### src/shared/icc_map.svh
// Register offsets, field positions, reset values and rates of the capture channel
`ifndef ICC_MAP_SVH
`define ICC_MAP_SVH
`define ICC_OFF_RST 8'h00
`define ICC_OFF_CTRL 8'h04
`define ICC_OFF_ECTRL 8'h08
`define ICC_OFF_TOTHR 8'h0c
`define ICC_OFF_TOCNT 8'h10
`define ICC_OFF_CNT 8'h14
`define ICC_OFF_SHD 8'h18
`define ICC_OFF_CAP1 8'h1c
`define ICC_OFF_CAP2 8'h20
`define ICC_OFF_FLG 8'h24
`define ICC_OFF_MSK 8'h28
`define ICC_OFF_MODE 8'h2c
`define ICC_OFF_SRC 8'h30
`define ICC_RST_CH_BIT 2
`define ICC_CTRL_EN 0
`define ICC_CTRL_MODE_HI 3
`define ICC_CTRL_MODE_LO 1
`define ICC_MODE_PWIDTH 3'h0
`define ICC_CTRL_ONESHOT 4
`define ICC_CTRL_CNT_EN 8
`define ICC_CTRL_SHD_EN 9
`define ICC_CTRL_CAP_EN 10
`define ICC_CTRL_RISE 11
`define ICC_CTRL_SEL2 13
`define ICC_CTRL_SEL1 14
`define ICC_CTRL_CLK_HI 25
`define ICC_CTRL_CLK_LO 24
`define ICC_CTRL_MASK 32'h0300_6f1f
`define ICC_CTRL_RESET 32'h0000_0000
`define ICC_FLG_CAP 0
`define ICC_FLG_SHD 1
`define ICC_FLG_OVF 2
`define ICC_FLG_START 3
`define ICC_FLG_TOUT 4
`define ICC_FLG_OVWR 5
`define ICC_FLG_ALL 6'h3f
`define ICC_ZERO_RESET 32'h0000_0000
`define ICC_CLK_KHZ 17'd100000
`define ICC_SRC0_KHZ 17'd80000
`define ICC_SRC1_KHZ 17'd10000
`define ICC_SRC2_KHZ 17'd1000
`define ICC_SRC3_KHZ 17'd100
`endif

### src/shared/icc_pkg.sv
// Types shared by the capture channel modules
package icc_pkg;
    typedef enum logic [2:0] {
        ICC_OFF = 3'b001,
        ICC_WAIT = 3'b010,
        ICC_RUN = 3'b100
    } icc_state_e;
    typedef logic [23:0] icc_cnt_t;
    typedef logic [16:0] icc_rate_t;
endpackage

### src/shared/icc_tick_if.sv
// Prescaled clock enable between rate generator and channel
`timescale 1ns/100ps
`default_nettype none
interface icc_tick_if;
    logic tick;
    modport gen (output tick);
    modport dst (input tick);
endinterface
`default_nettype wire

### src/logic/icc_top.sv
// Pulse-width input capture channel with AXI4-Lite registers
`timescale 1ns/100ps
`default_nettype none
`include "icc_map.svh"
module icc_top import icc_pkg::*; (
    input wire logic i_clk,
    input wire logic i_rstn,
    input wire logic [15:0] i_src,
    input wire logic [7:0] i_awaddr,
    input wire logic i_awvalid,
    output logic o_awready,
    input wire logic [31:0] i_wdata,
    input wire logic [3:0] i_wstrb,
    input wire logic i_wvalid,
    output logic o_wready,
    output logic [1:0] o_bresp,
    output logic o_bvalid,
    input wire logic i_bready,
    input wire logic [7:0] i_araddr,
    input wire logic i_arvalid,
    output logic o_arready,
    output logic [31:0] o_rdata,
    output logic [1:0] o_rresp,
    output logic o_rvalid,
    input wire logic i_rready,
    output logic o_irq
);
    function automatic logic reg_hit(input logic [7:0] a);
        reg_hit = (a[1:0] == 2'h0) && (a <= `ICC_OFF_SRC);
    endfunction

    function automatic logic [31:0] strb_merge(input logic [31:0] o, input logic [31:0] n, input logic [3:0] s);
        logic [31:0] r;
        r = o;
        for (int i = 0; i < 4; i++) begin
            if (s[i]) begin
                r[i*8 +: 8] = n[i*8 +: 8];
            end
        end
        strb_merge = r;
    endfunction

    // Prescaled clock enables
    localparam icc_rate_t RATES [4] = '{`ICC_SRC0_KHZ, `ICC_SRC1_KHZ, `ICC_SRC2_KHZ, `ICC_SRC3_KHZ};
    logic [3:0] tick;
    genvar g;
    generate
        for (g = 0; g < 4; g++) begin : g_rate
            icc_tick_if u_if ();
            icc_rate_gen #(.INC(RATES[g])) u_gen (
                .i_clk(i_clk),
                .i_rstn(i_rstn),
                .o_tick(u_if)
            );
            assign tick[g] = u_if.tick;
        end
    endgenerate

    // Bus state
    logic aw_full_reg, aw_full_next, w_full_reg, w_full_next;
    logic [7:0] awaddr_reg, awaddr_next;
    logic [31:0] wdata_reg, wdata_next;
    logic [3:0] wstrb_reg, wstrb_next;
    logic awready_reg, awready_next, wready_reg, wready_next;
    logic bvalid_reg, bvalid_next, arready_reg, arready_next, rvalid_reg, rvalid_next;
    logic [1:0] bresp_reg, bresp_next, rresp_reg, rresp_next;
    logic [31:0] rdata_reg, rdata_next;
    logic do_wr, ar_take;

    // Software registers
    logic [31:0] ctrl_reg, ctrl_next;
    logic [5:0] flg_reg, flg_next, msk_reg, msk_next;
    logic mode_reg, mode_next, irq_reg, irq_next;
    logic [3:0] srcsel_reg, srcsel_next;
    logic chrst, flg_wr;
    logic [5:0] flg_clr;

    // Channel state
    logic [15:0] sync1_reg, sync2_reg;
    logic in_prev_reg, in_cur;
    icc_state_e st_reg, st_next;
    icc_cnt_t cnt_reg, cnt_next, shd_reg, shd_next, cap1_reg, cap1_next, cap2_reg, cap2_next;
    logic [5:0] ev;
    logic rise, fall, start_edge, stop_edge, run_ok, tick_sel, clr_en;

    // Bus handshakes: address and data may arrive in either order
    always_comb begin
        aw_full_next = aw_full_reg;
        w_full_next = w_full_reg;
        awaddr_next = awaddr_reg;
        wdata_next = wdata_reg;
        wstrb_next = wstrb_reg;
        bvalid_next = bvalid_reg;
        bresp_next = bresp_reg;
        // Read address is offered again once no response is pending
        arready_next = !rvalid_reg;
        rvalid_next = rvalid_reg;
        rdata_next = rdata_reg;
        rresp_next = rresp_reg;
        ar_take = i_arvalid && arready_reg;
        do_wr = aw_full_reg && w_full_reg && !bvalid_reg;
        if (i_awvalid && awready_reg) begin
            aw_full_next = 1'b1;
            awaddr_next = i_awaddr;
        end
        if (i_wvalid && wready_reg) begin
            w_full_next = 1'b1;
            wdata_next = i_wdata;
            wstrb_next = i_wstrb;
        end
        if (bvalid_reg && i_bready) begin
            bvalid_next = 1'b0;
        end
        if (do_wr) begin
            aw_full_next = 1'b0;
            w_full_next = 1'b0;
            bvalid_next = 1'b1;
            bresp_next = reg_hit(awaddr_reg) ? 2'h0 : 2'h2;
        end
        awready_next = !aw_full_next;
        wready_next = !w_full_next;
        if (rvalid_reg && i_rready) begin
            rvalid_next = 1'b0;
            arready_next = 1'b1;
        end
        if (ar_take) begin
            arready_next = 1'b0;
            rvalid_next = 1'b1;
            rresp_next = reg_hit(i_araddr) ? 2'h0 : 2'h2;
            case (i_araddr)
                `ICC_OFF_CTRL: rdata_next = ctrl_reg;
                `ICC_OFF_CNT: rdata_next = {8'h0, cnt_reg};
                `ICC_OFF_SHD: rdata_next = {8'h0, shd_reg};
                `ICC_OFF_CAP1: rdata_next = {8'h0, cap1_reg};
                `ICC_OFF_CAP2: rdata_next = {8'h0, cap2_reg};
                `ICC_OFF_FLG: rdata_next = {26'h0, flg_reg};
                `ICC_OFF_MSK: rdata_next = {26'h0, msk_reg};
                `ICC_OFF_MODE: rdata_next = {31'h0, mode_reg};
                `ICC_OFF_SRC: rdata_next = {28'h0, srcsel_reg};
                // Extended and timeout registers hold their reset value
                default: rdata_next = `ICC_ZERO_RESET;
            endcase
        end
    end

    always_ff @(posedge i_clk) begin
        if (!i_rstn) begin
            aw_full_reg <= 1'b0;
            w_full_reg <= 1'b0;
            awaddr_reg <= 8'h0;
            wdata_reg <= 32'h0;
            wstrb_reg <= 4'h0;
            awready_reg <= 1'b0;
            wready_reg <= 1'b0;
            bvalid_reg <= 1'b0;
            bresp_reg <= 2'h0;
            arready_reg <= 1'b0;
            rvalid_reg <= 1'b0;
            rdata_reg <= 32'h0;
            rresp_reg <= 2'h0;
        end else begin
            aw_full_reg <= aw_full_next;
            w_full_reg <= w_full_next;
            awaddr_reg <= awaddr_next;
            wdata_reg <= wdata_next;
            wstrb_reg <= wstrb_next;
            awready_reg <= awready_next;
            wready_reg <= wready_next;
            bvalid_reg <= bvalid_next;
            bresp_reg <= bresp_next;
            arready_reg <= arready_next;
            rvalid_reg <= rvalid_next;
            rdata_reg <= rdata_next;
            rresp_reg <= rresp_next;
        end
    end

    // Register writes and interrupt flags
    always_comb begin
        ctrl_next = ctrl_reg;
        msk_next = msk_reg;
        mode_next = mode_reg;
        srcsel_next = srcsel_reg;
        chrst = 1'b0;
        flg_wr = do_wr && (awaddr_reg == `ICC_OFF_FLG);
        flg_clr = 6'h0;
        if (do_wr) begin
            case (awaddr_reg)
                `ICC_OFF_RST: chrst = wstrb_reg[0] && wdata_reg[`ICC_RST_CH_BIT];
                `ICC_OFF_CTRL: ctrl_next = strb_merge(ctrl_reg, wdata_reg, wstrb_reg) & `ICC_CTRL_MASK;
                `ICC_OFF_FLG: flg_clr = wstrb_reg[0] ? wdata_reg[5:0] : 6'h0;
                `ICC_OFF_MSK: msk_next = wstrb_reg[0] ? wdata_reg[5:0] : msk_reg;
                `ICC_OFF_MODE: mode_next = wstrb_reg[0] ? wdata_reg[0] : mode_reg;
                `ICC_OFF_SRC: srcsel_next = wstrb_reg[0] ? wdata_reg[3:0] : srcsel_reg;
                default: chrst = 1'b0;
            endcase
        end
        // One-shot end of measurement drops the enable
        if (clr_en) begin
            ctrl_next[`ICC_CTRL_EN] = 1'b0;
        end
        // Event in the clearing cycle survives the clear
        flg_next = (flg_reg & ~flg_clr) | ev;
        if (chrst) begin
            flg_next = 6'h0;
        end
        // Level mode follows the gated flags, pulse mode marks new gated events
        irq_next = mode_reg ? |(ev & msk_reg) : |(flg_reg & msk_reg);
    end

    always_ff @(posedge i_clk) begin
        if (!i_rstn) begin
            ctrl_reg <= `ICC_CTRL_RESET;
            flg_reg <= 6'h0;
            msk_reg <= 6'h0;
            mode_reg <= 1'b0;
            srcsel_reg <= 4'h0;
            irq_reg <= 1'b0;
        end else begin
            ctrl_reg <= ctrl_next;
            flg_reg <= flg_next;
            msk_reg <= msk_next;
            mode_reg <= mode_next;
            srcsel_reg <= srcsel_next;
            irq_reg <= irq_next;
        end
    end

    // Only the second stage feeds the selector; edges are seen on every i_clk cycle, not only on the prescaled tick
    always_ff @(posedge i_clk) begin
        if (!i_rstn) begin
            sync1_reg <= 16'h0;
            sync2_reg <= 16'h0;
            in_prev_reg <= 1'b0;
        end else begin
            sync1_reg <= i_src;
            sync2_reg <= sync1_reg;
            in_prev_reg <= in_cur;
        end
    end

    // Pulse-width measurement channel
    always_comb begin
        in_cur = sync2_reg[srcsel_reg];
        rise = in_cur && !in_prev_reg;
        fall = !in_cur && in_prev_reg;
        start_edge = ctrl_reg[`ICC_CTRL_RISE] ? rise : fall;
        stop_edge = ctrl_reg[`ICC_CTRL_RISE] ? fall : rise;
        run_ok = ctrl_reg[`ICC_CTRL_EN] && (ctrl_reg[`ICC_CTRL_MODE_HI:`ICC_CTRL_MODE_LO] == `ICC_MODE_PWIDTH);
        tick_sel = tick[ctrl_reg[`ICC_CTRL_CLK_HI:`ICC_CTRL_CLK_LO]];
        st_next = st_reg;
        cnt_next = cnt_reg;
        shd_next = shd_reg;
        cap1_next = cap1_reg;
        cap2_next = cap2_reg;
        ev = 6'h0;
        clr_en = 1'b0;
        case (st_reg)
            ICC_OFF: begin
                if (run_ok) begin
                    st_next = ICC_WAIT;
                end
            end
            ICC_WAIT: begin
                if (!run_ok) begin
                    st_next = ICC_OFF;
                end else if (start_edge && ctrl_reg[`ICC_CTRL_CNT_EN]) begin
                    cnt_next = '0;
                    st_next = ICC_RUN;
                    ev[`ICC_FLG_START] = 1'b1;
                end
            end
            ICC_RUN: begin
                if (!run_ok) begin
                    st_next = ICC_OFF;
                end else begin
                    if (tick_sel && ctrl_reg[`ICC_CTRL_CNT_EN]) begin
                        cnt_next = cnt_reg + 24'h1;
                        ev[`ICC_FLG_OVF] = &cnt_reg;
                    end
                    if (stop_edge && ctrl_reg[`ICC_CTRL_SHD_EN]) begin
                        shd_next = cnt_reg;
                        ev[`ICC_FLG_SHD] = 1'b1;
                    end
                    // Both transfers and the restart land on the same edge
                    if (start_edge) begin
                        if (ctrl_reg[`ICC_CTRL_CAP_EN]) begin
                            cap1_next = ctrl_reg[`ICC_CTRL_SEL1] ? shd_reg : cnt_reg;
                            cap2_next = ctrl_reg[`ICC_CTRL_SEL2] ? cnt_reg : shd_reg;
                            ev[`ICC_FLG_CAP] = 1'b1;
                            ev[`ICC_FLG_OVWR] = flg_reg[`ICC_FLG_CAP];
                        end
                        cnt_next = '0;
                        if (ctrl_reg[`ICC_CTRL_ONESHOT]) begin
                            st_next = ICC_OFF;
                            clr_en = 1'b1;
                        end else begin
                            st_next = ICC_RUN;
                        end
                    end
                end
            end
            default: st_next = ICC_OFF;
        endcase
        if (chrst) begin
            st_next = ICC_OFF;
            cnt_next = '0;
            shd_next = '0;
            cap1_next = '0;
            cap2_next = '0;
            ev = 6'h0;
            clr_en = 1'b0;
        end
    end

    always_ff @(posedge i_clk) begin
        if (!i_rstn) begin
            st_reg <= ICC_OFF;
            cnt_reg <= '0;
            shd_reg <= '0;
            cap1_reg <= '0;
            cap2_reg <= '0;
        end else begin
            st_reg <= st_next;
            cnt_reg <= cnt_next;
            shd_reg <= shd_next;
            cap1_reg <= cap1_next;
            cap2_reg <= cap2_next;
        end
    end

    assign o_awready = awready_reg;
    assign o_wready = wready_reg;
    assign o_bvalid = bvalid_reg;
    assign o_bresp = bresp_reg;
    assign o_arready = arready_reg;
    assign o_rvalid = rvalid_reg;
    assign o_rdata = rdata_reg;
    assign o_rresp = rresp_reg;
    assign o_irq = irq_reg;
endmodule
`default_nettype wire

### src/logic/icc_rate_gen.sv
// Fractional-rate clock enable generator
`timescale 1ns/100ps
`default_nettype none
`include "icc_map.svh"
module icc_rate_gen import icc_pkg::*; #(
    parameter icc_rate_t INC = 17'd1
) (
    input wire logic i_clk,
    input wire logic i_rstn,
    icc_tick_if.gen o_tick
);
    icc_rate_t acc_reg;
    icc_rate_t acc_next;
    logic tick_reg;
    logic tick_next;
    logic [17:0] sum;

    // Accumulator wraps at the main rate, so non-integer ratios stay exact on average
    always_comb begin
        sum = {1'b0, acc_reg} + {1'b0, INC};
        acc_next = sum[16:0];
        tick_next = 1'b0;
        if (sum >= {1'b0, `ICC_CLK_KHZ}) begin
            acc_next = 17'(sum - {1'b0, `ICC_CLK_KHZ});
            tick_next = 1'b1;
        end
    end

    always_ff @(posedge i_clk) begin
        if (!i_rstn) begin
            acc_reg <= 17'h0;
            tick_reg <= 1'b0;
        end else begin
            acc_reg <= acc_next;
            tick_reg <= tick_next;
        end
    end

    assign o_tick.tick = tick_reg;
endmodule
`default_nettype wire

### config.mk
export PLATFORM = sky130hd
export DESIGN_NAME = icc_top
export DESIGN_NICKNAME = d
export VERILOG_FILES = /design/src/shared/icc_pkg.sv /design/src/shared/icc_tick_if.sv /design/src/logic/icc_top.sv /design/src/logic/icc_rate_gen.sv
export VERILOG_INCLUDE_DIRS = /design/src /design/src/shared
export SDC_FILE = /design/constraint.sdc
export NUM_CORES = 1
export LEC_CHECK = 0
export ABC_AREA = 1
export BUFFER_PORTS_ARGS = -buffer_cell sky130_fd_sc_hd__clkbuf_2
export CAP_MARGIN = 40
export CORE_ASPECT_RATIO = 0.9
export CORE_MARGIN = 8
export CORE_UTILIZATION = 27
export CTS_BUF_LIST = sky130_fd_sc_hd__clkbuf_16
export DETAILED_ROUTE_END_ITERATION = 7
export PLACE_DENSITY = 0.52
export RECOVER_POWER = 100
export SYNTH_ARGS = -nofsm -noshare
export SYNTH_HDL_FRONTEND = slang
export SYNTH_HIERARCHICAL = 1
export SYNTH_SLANG_ARGS = --single-unit
### constraint.sdc
create_clock -name i_clk -period 5.2 [get_ports i_clk]
set_clock_uncertainty 0.15 [all_clocks]
set_input_delay 0.52 -clock i_clk [delete_from_list [all_inputs] [get_ports i_clk]]
set_output_delay 0.52 -clock i_clk [all_outputs]
set_load 0.005 [all_outputs]
==> results of run 1 <==
-- worst reg2reg max path, cell delays in order (launching register included) --
cell and delay [ns]:
dfxtp_1 0.51, clkinvlp_2 0.50, nand2_1 0.17, nand3_1 0.09
nand3_1 0.10, nand3_1 0.18, nand2_1 0.15, nand3_1 0.14
nand2_4 0.33, nor2_1 0.09, nand2_1 0.61, nand2_4 0.34
o21ai_0 0.26, nor2_1 0.06
-- report_power, final --
part	internal (mW)	total [mW]	switching, mW
clock	1.56	2.55	0.987
combinational	0.345	0.997	0.652
sequential	2.25	2.34	0.0893
total	4.16	5.89	1.73
-- cell usage in the layout (no fill, tap or decap), types with 7 or more instances in the layout --
cell	count
a21oi_2	8
a211oi_1	12
o21ai_0	222
nor2_2	17
a21oi_1	187
nand3_1	147
nor2_4	10
inv_2	16
xor2_1	29
dfxtp_1	281
nand2_1	480
nand4_1	28
nor2_1	182
buf_4	10
nand3_2	24
inv_1	276
dlygate4sd3_1	16
clkbuf_2	58
clkbuf_1	36
ha_1	14
clkbuf_16	36
nor4_1	7
nand2_2	31
nor3_1	30
conb_1	8
a221oi_1	13
o22ai_1	23
clkinv_1	8
nand2_4	8
-- final cells by class --
type / count / area [um^2] / share of cell area
multi-input cells: 1530 / 7720 / 0.447
flip-flops and latches: 281 / 5630 / 0.326
inverters: 290 / 1090 / 0.0631
well taps: 756 / 946 / 0.0547
clock buffers: 36 / 901 / 0.0521
repair buffers: 123 / 701 / 0.0406
clock inverters: 26 / 294 / 0.0170
-- through the flow --
step / area, um^2 / utilization / setup WS [ns] / instances / total power [mW]
2_1_floorplan: 15100 / - / 3.16 / 2196 / 3.20
6_report: 17300 / 0.311 / 1.44 / 3042 / 5.89
3_5_place_dp: 16100 / 0.291 / 1.91 / 2963 / 3.40
3_3_place_gp: 16100 / 0.290 / 1.93 / 2959 / 3.38
5_1_grt: 17300 / 0.311 / 1.07 / 3042 / 6.22
4_1_cts: 17500 / 0.315 / 2.23 / 3041 / 6.01
-- per-layer routing --
metal	routed length, um	global-route usage
met1	21500	0.185
met2	18700	0.213
met3	3080	0.0349
met4	1140	0.0448
met5	13	0
-- cells by family after synthesis --
family / Yosys count / share of synthesized area
AOI/OAI and AO/OA: 497 / 0.183
xor gates and xnor gates: 33 / 0.0196
adders and majority gates: 14 / 0.0116
buffers and inverters: 385 / 0.107
DFF: 281 / 0.373
other: 1 / 0.000248
and+or+nand+nor: 978 / 0.306
-- cells in the mapped netlist (2+ instances only) --
| cell | number | share of area |
|---|---|---|
| a211oi_1 | 12 | 0.0060 |
| a21oi_1 | 176 | 0.058 |
| a21oi_2 | 19 | 0.011 |
| a221oi_1 | 13 | 0.0075 |
| a32o_1 | 2 | 0.0013 |
| a41oi_1 | 2 | 0.0012 |
| buf_12 | 2 | 0.0027 |
| buf_2 | 10 | 0.0033 |
| buf_4 | 20 | 0.0099 |
| buf_6 | 6 | 0.0045 |
| clkbuf_1 | 56 | 0.014 |
| clkinv_1 | 5 | 0.0012 |
| dfxtp_1 | 281 | 0.37 |
| ha_1 | 14 | 0.012 |
| inv_1 | 267 | 0.066 |
| inv_2 | 17 | 0.0042 |
| nand2_1 | 466 | 0.12 |
| nand2_2 | 39 | 0.016 |
| nand2_4 | 14 | 0.010 |
| nand3_1 | 143 | 0.047 |
| nand3_2 | 27 | 0.018 |
| nand3_4 | 2 | 0.0023 |
| nand3b_1 | 4 | 0.0020 |
| nand4_1 | 27 | 0.011 |
| nand4_2 | 3 | 0.0025 |
| nand4_4 | 2 | 0.0028 |
| nor2_1 | 180 | 0.045 |
| nor2_2 | 17 | 0.0070 |
| nor2_4 | 12 | 0.0090 |
| nor3_1 | 29 | 0.0096 |
| nor3_2 | 2 | 0.0013 |
| nor4_1 | 8 | 0.0033 |
| o2111ai_1 | 3 | 0.0017 |
| o211ai_1 | 4 | 0.0020 |
| o21ai_0 | 220 | 0.073 |
| o21ai_1 | 8 | 0.0027 |
| o21ai_2 | 3 | 0.0017 |
| o21bai_2 | 2 | 0.0015 |
| o221ai_1 | 2 | 0.0012 |
| o22ai_1 | 23 | 0.0095 |
| o31ai_1 | 2 | 0.00099 |
| xnor2_1 | 3 | 0.0017 |
| xor2_1 | 29 | 0.017 |
-- path summary, 6_finish.rpt --
| kind | slack (ns) | to | from | cells past startpoint |
|---|---|---|---|---|
| worst min register to register | 0.26 | sync2_reg[12] | sync1_reg[12] | 2 |
| worst max-delay path | 1.44 | cnt_reg[23] | srcsel_reg[0] | 13 |
| worst min-delay path | 0.09 | awaddr_reg[2] | i_awaddr[2] | 3 |
| worst max register to register | 1.44 | cnt_reg[23] | srcsel_reg[0] | 13 |
-- repair_timing --
| action | CTS | global route |
|---|---|---|
| hold buffers | 16 | 0 |
| setup buffers | 0 | 0 |
| hold endpoints to repair | 16 | 0 |
==> metrics.md, run 1 <==
| Metric | Value |
|---|---|
| Outcome | finished, violations left |
| Failing checks | max-capacitance violations, max-slew violations |
| Total gr overflow | 0 |
| LEAKAGE | 7.09 nW |
| Most used DFF post-synth | dfxtp_1 |
| Slowest CP cell | nand2_1 |
| RSZ-0062 raised after global routing | false |
| Final setup viols | 0 |
| Largest stage delay on the critical path | 0.61 ns |
| CTS Sinks | 281 |
| Share of layout cells above drive strength 1 | 0.111 |
| ANT cells | 0 |
| Most frequent CP cell | nand3_1 |
| PortBufs | 89 |
| Final hold vios | 0 |
| Root buf cell | clkbuf_16 |
| Syn avg cell area | 6.90 um^2 |
| Post_cts resized | 0 |
| ANT nets after route | 0 |
| FF+latch count, synth | 281 |
| CP bufs+invs | 1 |
| Fin crit share | 0.724 |
| Setup_tns | 0 ns |
| EDFF count, synth | 0 |
| Max_cap viols | 2 |
| Slew margin rel. | -0.309 |
| Critical path fanouts, max | 25 |
| P&R area growth vs syn | 14.5% |
| Ports | 117 |
| Initial antenna violation count | 1 |
| Router iterations before antenna repair | 6 |
| Clock latency on the worst-skew pair | 0.55 ns |
| Die Height | 240 um |
| Filler instances | 6114 |
| Gpl congestion | 0.864 |
| Crit path kind | reg -> reg |
| Drt wl/cell | 14.6 um |
| Via/cell ratio | 4.73 |
| Die area | 63700 um^2 |
| Pwr Density | 341 nW/um^2 |
| Starting density of the core | 0.272 |
| Slew Limit Fails | 67 |
| CP startpoint kind | flop |
| CTS tree | built |
| Highest Clock Rate | 266 MHz |
| Largest net degree at the start of global routing | 56 |
| Mapped Cells | 2189 |
| Worst-Margin Slew | 1.96 ns |
| First-pass GRT wire length | 71.9 mm |
| Vias | 14400 |
| Max FFs per register | 54 |
| Crit end category | flop |
| Row count | 82 |
| Die Width | 265 um |
| Drt drc | 0 |
| Core ar. | 55500 um^2 |
| Worst EP arrival | 4.04 ns |
| Final Critical Period | 3.76 ns |
| Post-detail-place hpwl | 31.7 mm |
| H-tree depth | 2 |
| Initial DRC count | 1202 |
| Cells along the critical path | clkinvlp_2 -> nand2_1 -> nand3_1 -> nand3_1 -> nand3_1 -> nand2_1 -> nand3_1 -> nand2_4 -> nor2_1 -> nand2_1 -> nand2_4 -> o21ai_0 -> nor2_1 |
| Worst hold path class | in -> reg |
| Clock tree buffer depth | 3 |
| Vias in the first global route | 13700 |
| Sequential share of the synthesized area | 0.373 |
| Synth async-reset ratio | 0 |
| Mapped cell area | 15100 um^2 |
| Clock-pin slew of the registers on the worst-case setup and hold paths | 0.06 ns |
| Yosys warnings | 6 |
| Hold Slack | 0.0904 ns |
| Synth unique cells | 56 |
| Worst path top cell family by delay | simple AND/OR/NAND/NOR gates |
| Peak VDD IR | 0.000162 V |
| CTS buffer count | 36 |
| NumNets Final | 2351 |
| Final wirelength | 44.5 mm |
| CP required | 5.48 ns |
| Gr usage total | 0.137 |
Note: power is estimated with default switching activity, not from simulation.
==> inputs of run 2 (changes only) <==
- ABC_AREA: 1 -> 0
- clock period: 5.2 -> 3.7 ns (I/O delays scaled with it)
==> run 2 against run 1 <==
Compared with the run above: the run now ends clean; sequential share of layout area down 0.28 points; first-iteration DRC count down 17%; worst setup slack lost 1.2 ns; final area increased by 0.85%; final cell count decreased by 15%; utilization is 0.27 points higher; register-to-register slack got worse by 1.2 ns; global-route usage fell by 0.73 points; sequential power rose by 45%; synthesized area about the same; die area barely moved.
==> metrics.md, run 2 <==
| Metric | Value |
|---|---|
| Via/cell ratio | 5.01 |
| Clock tree buffer depth | 3 |
| Worst-Margin Slew | 1.46 ns |
| PortBufs | 89 |
| Gr usage total | 0.130 |
| Flip-flop and latch area | 5630 um^2 |
| Final Instance Count excl. Fillers | 2585 |
| CTS Sinks | 281 |
| Core ar. | 55500 um^2 |
| H-tree depth | 2 |
| Final wirelength | 42.3 mm |
| Die Height | 240 um |
| Mapped cell area | 15100 um^2 |
| Final setup viols | 0 |
| First-pass GRT wire length | 68.1 mm |
| Worst r2r src | srcsel_reg[1] |
| Synth async-reset ratio | 0 |
| Hold Startpoint | i_arvalid |
| Vias | 13000 |
| Root buf cell | clkbuf_16 |
| Multi-input gate area | 8620 um^2 |
| Setup_tns | 0 ns |
| CTS tree | built |
| Synth unique cells | 104 |
| NumNets Final | 1894 |
| Outcome | finished clean |
| FF+latch count, synth | 281 |
| Share of layout cells above drive strength 1 | 0.115 |
| Crit end category | flop |
| Row count | 82 |
| Yosys top cell area share | 0.373 |
| Die Width | 265 um |
| Initial antenna violation count | 2 |
| RSZ-0062 raised after global routing | false |
| CTS buffer count | 34 |
| Synth area leaders | dfxtp_1, mux2i_1, nand2_1, nor2_1, o21ai_0 |
| Drt wl/cell | 16.4 um |
| Die area | 63700 um^2 |
| R2R Setup Slk | 0.22 ns |
| LEAKAGE | 5.80 nW |
| Final hold vios | 0 |
| Largest stage delay on the critical path | 0.64 ns |
| Peak VDD IR | 0.000233 V |
| Pwr Density | 468 nW/um^2 |
| EDFF count, synth | 0 |
| CP required | 3.96 ns |
| Final Critical Period | 3.48 ns |
| Most common cell in the netlist | dfxtp_1 |
| CP Launch Point | srcsel_reg[1] |
| Slew margin rel. | 0.0270 |
| Filler instances | 5850 |
| # placed instances | 2482 |
| Syn avg cell area | 8.65 um^2 |
| Most frequent cells in the layout | dfxtp_1, nand2_1, nor2_1 |
| Critical path fanouts, max | 50 |
| Area leader, netlist | dfxtp_1 |
| Most frequent CP cell | mux4_2 |
| Worst-case reg-to-reg path depth | 7 |
| Clock latency on the worst-skew pair | 0.55 ns |
| Starting density of the core | 0.272 |
| Ports | 117 |
| Hold Path Depth | 3 |
| Worst EP arrival | 3.74 ns |
| Slowest CP cell | dfxtp_1 |
| Highest Clock Rate | 287 MHz |
| Post-synth top cells | dfxtp_1, nand2_1, nor2_1 |
| Worst hold path class | in -> reg |
| Hold Path End | o_rvalid |
| Initial DRC count | 992 |
| Gpl congestion | 0.832 |
| Slew Limit Fails | 0 |
| Clock-pin slew of the registers on the worst-case setup and hold paths | 0.06 ns |
| ANT nets after route | 0 |
| P&R area growth vs syn | 15.5% |
| Yosys warnings | 6 |
| Post-place instance area | 16100 um^2 |
| Fin crit share | 0.940 |
| Max FFs per register | 54 |
| Tot Pwr | 8.15 mW |
| Crit path kind | reg -> reg |
| Design area | 17400 um^2 |
| Sequential share of the synthesized area | 0.373 |
| Max_cap viols | 0 |
| Most common cell after layout, fill and taps aside | dfxtp_1 |
| Total gr overflow | 0 |
| Cells along the critical path | mux4_2 -> mux4_2 -> mux2_4 -> and3_4 -> buf_12 -> nor2_1 -> a211oi_1 |
| Router iterations before antenna repair | 8 |
| Largest net degree at the start of global routing | 81 |
| Mapped Cells | 1744 |
| Post-detail-place hpwl | 29.1 mm |
| CP startpoint kind | flop |
| Drt drc | 0 |
| R2r endpoint | cap1_reg[19] |
| Vias in the first global route | 12300 |
| Most used DFF post-synth | dfxtp_1 |
==> run 2: cell types whose count changed in the layout (fill, tap and decap cells not counted), moves of 30 or more <==
| cell | before | now |
|---|---|---|
| a211oi_1 | 12 | 50 |
| a21boi_0 | 0 | 38 |
| a21oi_1 | 187 | 79 |
| and2_1 | 1 | 45 |
| inv_1 | 276 | 30 |
| mux2i_1 | 0 | 121 |
| nand2_1 | 480 | 210 |
| nand2_2 | 31 | 1 |
| nand3_1 | 147 | 58 |
| nor2_1 | 182 | 125 |
| o21ai_0 | 222 | 79 |
==> run 2: final cells by class <==
cell class              count  share of cell area
clock inverters            24              0.0112
diodes                      1            0.000144
well taps                 756              0.0543
clock buffers              35              0.0503
multi-input cells        1303               0.495
flip-flops and latches    281               0.323
inverters                  25             0.00538
repair buffers            160              0.0611
==> run 2: metrics by stage <==
| stage | hold slack (ns) | setup slack (ns) | utilization |
|---|---|---|---|
| final | 0.0509 | 0.221 | 0.314 |
| after CTS | 0.0163 | 0.247 | 0.317 |
| after detailed placement | 0.272 | 0.289 | 0.290 |
| after global placement | 0.269 | 0.315 | 0.289 |
| after global routing | 0.0921 | 0.0390 | 0.314 |
| after floorplan | 0.262 | 0.822 | - |
==> run 2: what timing repair did <==
item,4_1_cts,5_1_grt
hold endpoints to repair,44,0
resized for setup,0,0
hold buffers,43,0
buffers inserted,0,0
==> run 2: kinds of logic after synthesis <==
logic type / synth area share
buffers and inverters: 0.0540
adders and majority gates: 0.0116
DFF: 0.373
muxes: 0.0947
xor gates and xnor gates: 0.0255
and+or+nand+nor: 0.226
other: 0.000248
AOI/OAI and AO/OA: 0.215
==> run 2: how the worst max path moves through the flow <==
stage	endpoint	slack [ns]	cells past startpoint
2_1_floorplan	flg_reg[0]	0.82	10
3_3_place_gp	o_irq	0.32	6
3_5_place_dp	o_irq	0.29	6
4_1_cts	cap1_reg[0]	0.25	7
5_1_grt	cnt_reg[15]	0.04	7
6_report	cap1_reg[19]	0.22	7
==> run 2: worst max-delay path, delay by kind of cell, from the launching register on <==
kind / cells / cell delay, ns
muxes: 3 / 1.66
DFF: 1 / 0.64
and+or+nand+nor: 2 / 0.37
AOI/OAI and AO/OA: 1 / 0.25
buffers and inverters: 1 / 0.23
==> run 2: layer usage <==
metal	up-vias	routed length [um]	GRT usage
met3	52	2120	0.0245
met1	6204	20300	0.178
met2	268	19000	0.209
met4	2	832	0.0328
met5	-	11	0
li1	6426	-	-
==> run 2: power breakdown <==
group	leakage, nW	internal [mW]	total (mW)	switching, mW
Sequential	2.28	3.17	3.40	0.225
Clock	0.549	1.88	3.27	1.40
Combinational	2.97	0.653	1.48	0.830
==> inputs of run 3 (changes only) <==
- CELL_PAD_IN_SITES_DETAIL_PLACEMENT: default -> 1
- CELL_PAD_IN_SITES_GLOBAL_PLACEMENT: default -> 2
- CORE_ASPECT_RATIO: 0.9 -> 1.4
- PLACE_DENSITY: 0.52 -> 0.71
==> run 3 against run 2 <==
Compared with the run above: the run now ends with max-capacitance violations, max-slew violations left; flip-flop and latch count unchanged; non-clock buffer count up 14; global-route usage up 1.1 points; worst setup slack better by 0.077 ns; power up 3.1%; final cell count down 0.62%; die area up 0.15%; via count up 1.6%; fmax up 2.3%; critical path depth unchanged; hold slack worse by 0.013 ns; clock-buffer cell count down 4; critical path type unchanged.
==> metrics.md, run 3 (synthesized netlist as in run 2, its figures left out) <==
| Metric | Value |
|---|---|
| Outcome | finished, violations left |
| Failing checks | max-capacitance violations, max-slew violations |
| Setup slack after layout | 0.298 ns |
| Design area | 17500 um^2 |
| Drt wl/cell | 18.1 um |
| NumNets Final | 1905 |
| Post-detail-place hpwl | 33.2 mm |
| Initial DRC count | 508 |
| H-tree depth | 1 |
| Ports | 117 |
| Slew Limit Fails | 157 |
| Most frequent cells in the layout | dfxtp_1, nand2_1, nor2_1 |
| Total gr overflow | 0 |
| Largest net degree at the start of global routing | 116 |
| Crit path kind | reg -> reg |
| Tot Pwr | 8.40 mW |
| Slew margin rel. | -0.315 |
| PortBufs | 89 |
| Final Util | 0.317 |
| Setup_tns | 0 ns |
| Crit end category | flop |
| ANT cells | 0 |
| Global Route met3 Usage | 0.0168 |
| Max FFs per register | 54 |
| Highest Clock Rate | 294 MHz |
| Final setup viols | 0 |
| Clock latency on the worst-skew pair | 0.59 ns |
| Worst hold path class | in -> reg |
| Router iterations before antenna repair | 4 |
| Share of layout cells above drive strength 1 | 0.118 |
| Critical path fanouts, max | 74 |
| Gr usage total | 0.141 |
| Die Width | 216 um |
| Final wirelength | 46.4 mm |
| Post_cts resized | 0 |
| Final hold vios | 0 |
| CP Launch Point | srcsel_reg[1] |
| Pwr Density | 479 nW/um^2 |
| Clock-pin slew of the registers on the worst-case setup and hold paths | 0.06 ns |
| Hold Startpoint | i_awvalid |
| Worst r2r src | srcsel_reg[1] |
| Place WS | 0.288 ns |
| Gpl congestion | 0.791 |
| Largest stage delay on the critical path | 0.59 ns |
| CP startpoint kind | flop |
| ANT nets after route | 0 |
| Hold-fix buffers, CTS | 48 |
| # placed instances | 2463 |
| Fin crit share | 0.919 |
| Post-place instance area | 16100 um^2 |
| Starting density of the core | 0.273 |
| Die Height | 296 um |
| Core ar. | 55300 um^2 |
| Final Critical Period | 3.40 ns |
| Most common cell after layout, fill and taps aside | dfxtp_1 |
| Drt drc | 0 |
| Met2 Usage GRT | 0.268 |
| Most frequent CP cell | mux4_2 |
| Worst-Margin Slew | 1.97 ns |
| CTS buffer count | 31 |
| Number of setup buffers added after CTS | 0 |
| CTS Sinks | 281 |
| Slowest CP cell | mux4_2 |
| Hold Slack | 0.0383 ns |
| Initial antenna violation count | 0 |
| Global-route track usage on met1 | 0.161 |
| Root buf cell | clkbuf_16 |
| Vias in the first global route | 13600 |
| Max_cap viols | 2 |
| Final Instance Count excl. Fillers | 2569 |
| P&R area growth vs syn | 16.2% |
| Vias | 13200 |
| RSZ-0062 raised after global routing | false |
| CP required | 4.04 ns |
| Via/cell ratio | 5.12 |
| Clock tree buffer depth | 3 |
| First-pass GRT wire length | 74.4 mm |
| LEAKAGE | 5.82 nW |
| Peak VDD IR | 0.000379 V |
| Cells along the critical path | mux4_2 -> mux4_2 -> mux2_4 -> and3_1 -> buf_12 -> nor2_1 -> a211oi_1 |
| Worst EP arrival | 3.75 ns |
| Die area | 63800 um^2 |
| CTS tree | built |
| Gr busiest metal | met2 |
| Row count | 102 |
## run 3: worst paths after layout
| path | end | slack, ns | depth (start not counted) |
|---|---|---|---|
| setup / recovery | cap1_reg[13] | 0.30 | 7 |
| hold / removal | awaddr_reg[0] | 0.04 | 3 |
| setup reg to reg | cap1_reg[13] | 0.30 | 7 |
| hold reg to reg | sync2_reg[10] | 0.28 | 1 |
## run 3: layout make-up
class	count	area (um^2)
Timing Repair Buffer	174	1140
Inverter	25	93.8
Multi-Input combinational cell	1303	8650
Tap cell	728	911
Clock buffer	31	776
Fill cell	6480	37700
Sequential cell	281	5630
Clock inverter	27	342
## run 3: critical path: cells and delay by family, from the launching register on
kind | cells | cell delay [ns]
multiplexers | 3 | 1.61
flip-flops | 1 | 0.55
AND/OR/NAND/NOR | 2 | 0.37
buffers and inverters | 1 | 0.29
AO/OA/AOI/OAI | 1 | 0.24
## run 3: routing by layer
layer	part of all wire	wire (um)
met5	0	0
met4	0.029	1360
met3	0.027	1240
met2	0.52	24300
met1	0.42	19500
## run 3: report_power, final
part           internal [mW]  switching (mW)  total [mW]
Sequential              3.17           0.229        3.40
Combinational          0.668           0.902        1.57
Clock                   2.08            1.36        3.44
Total                   5.92            2.49        8.40
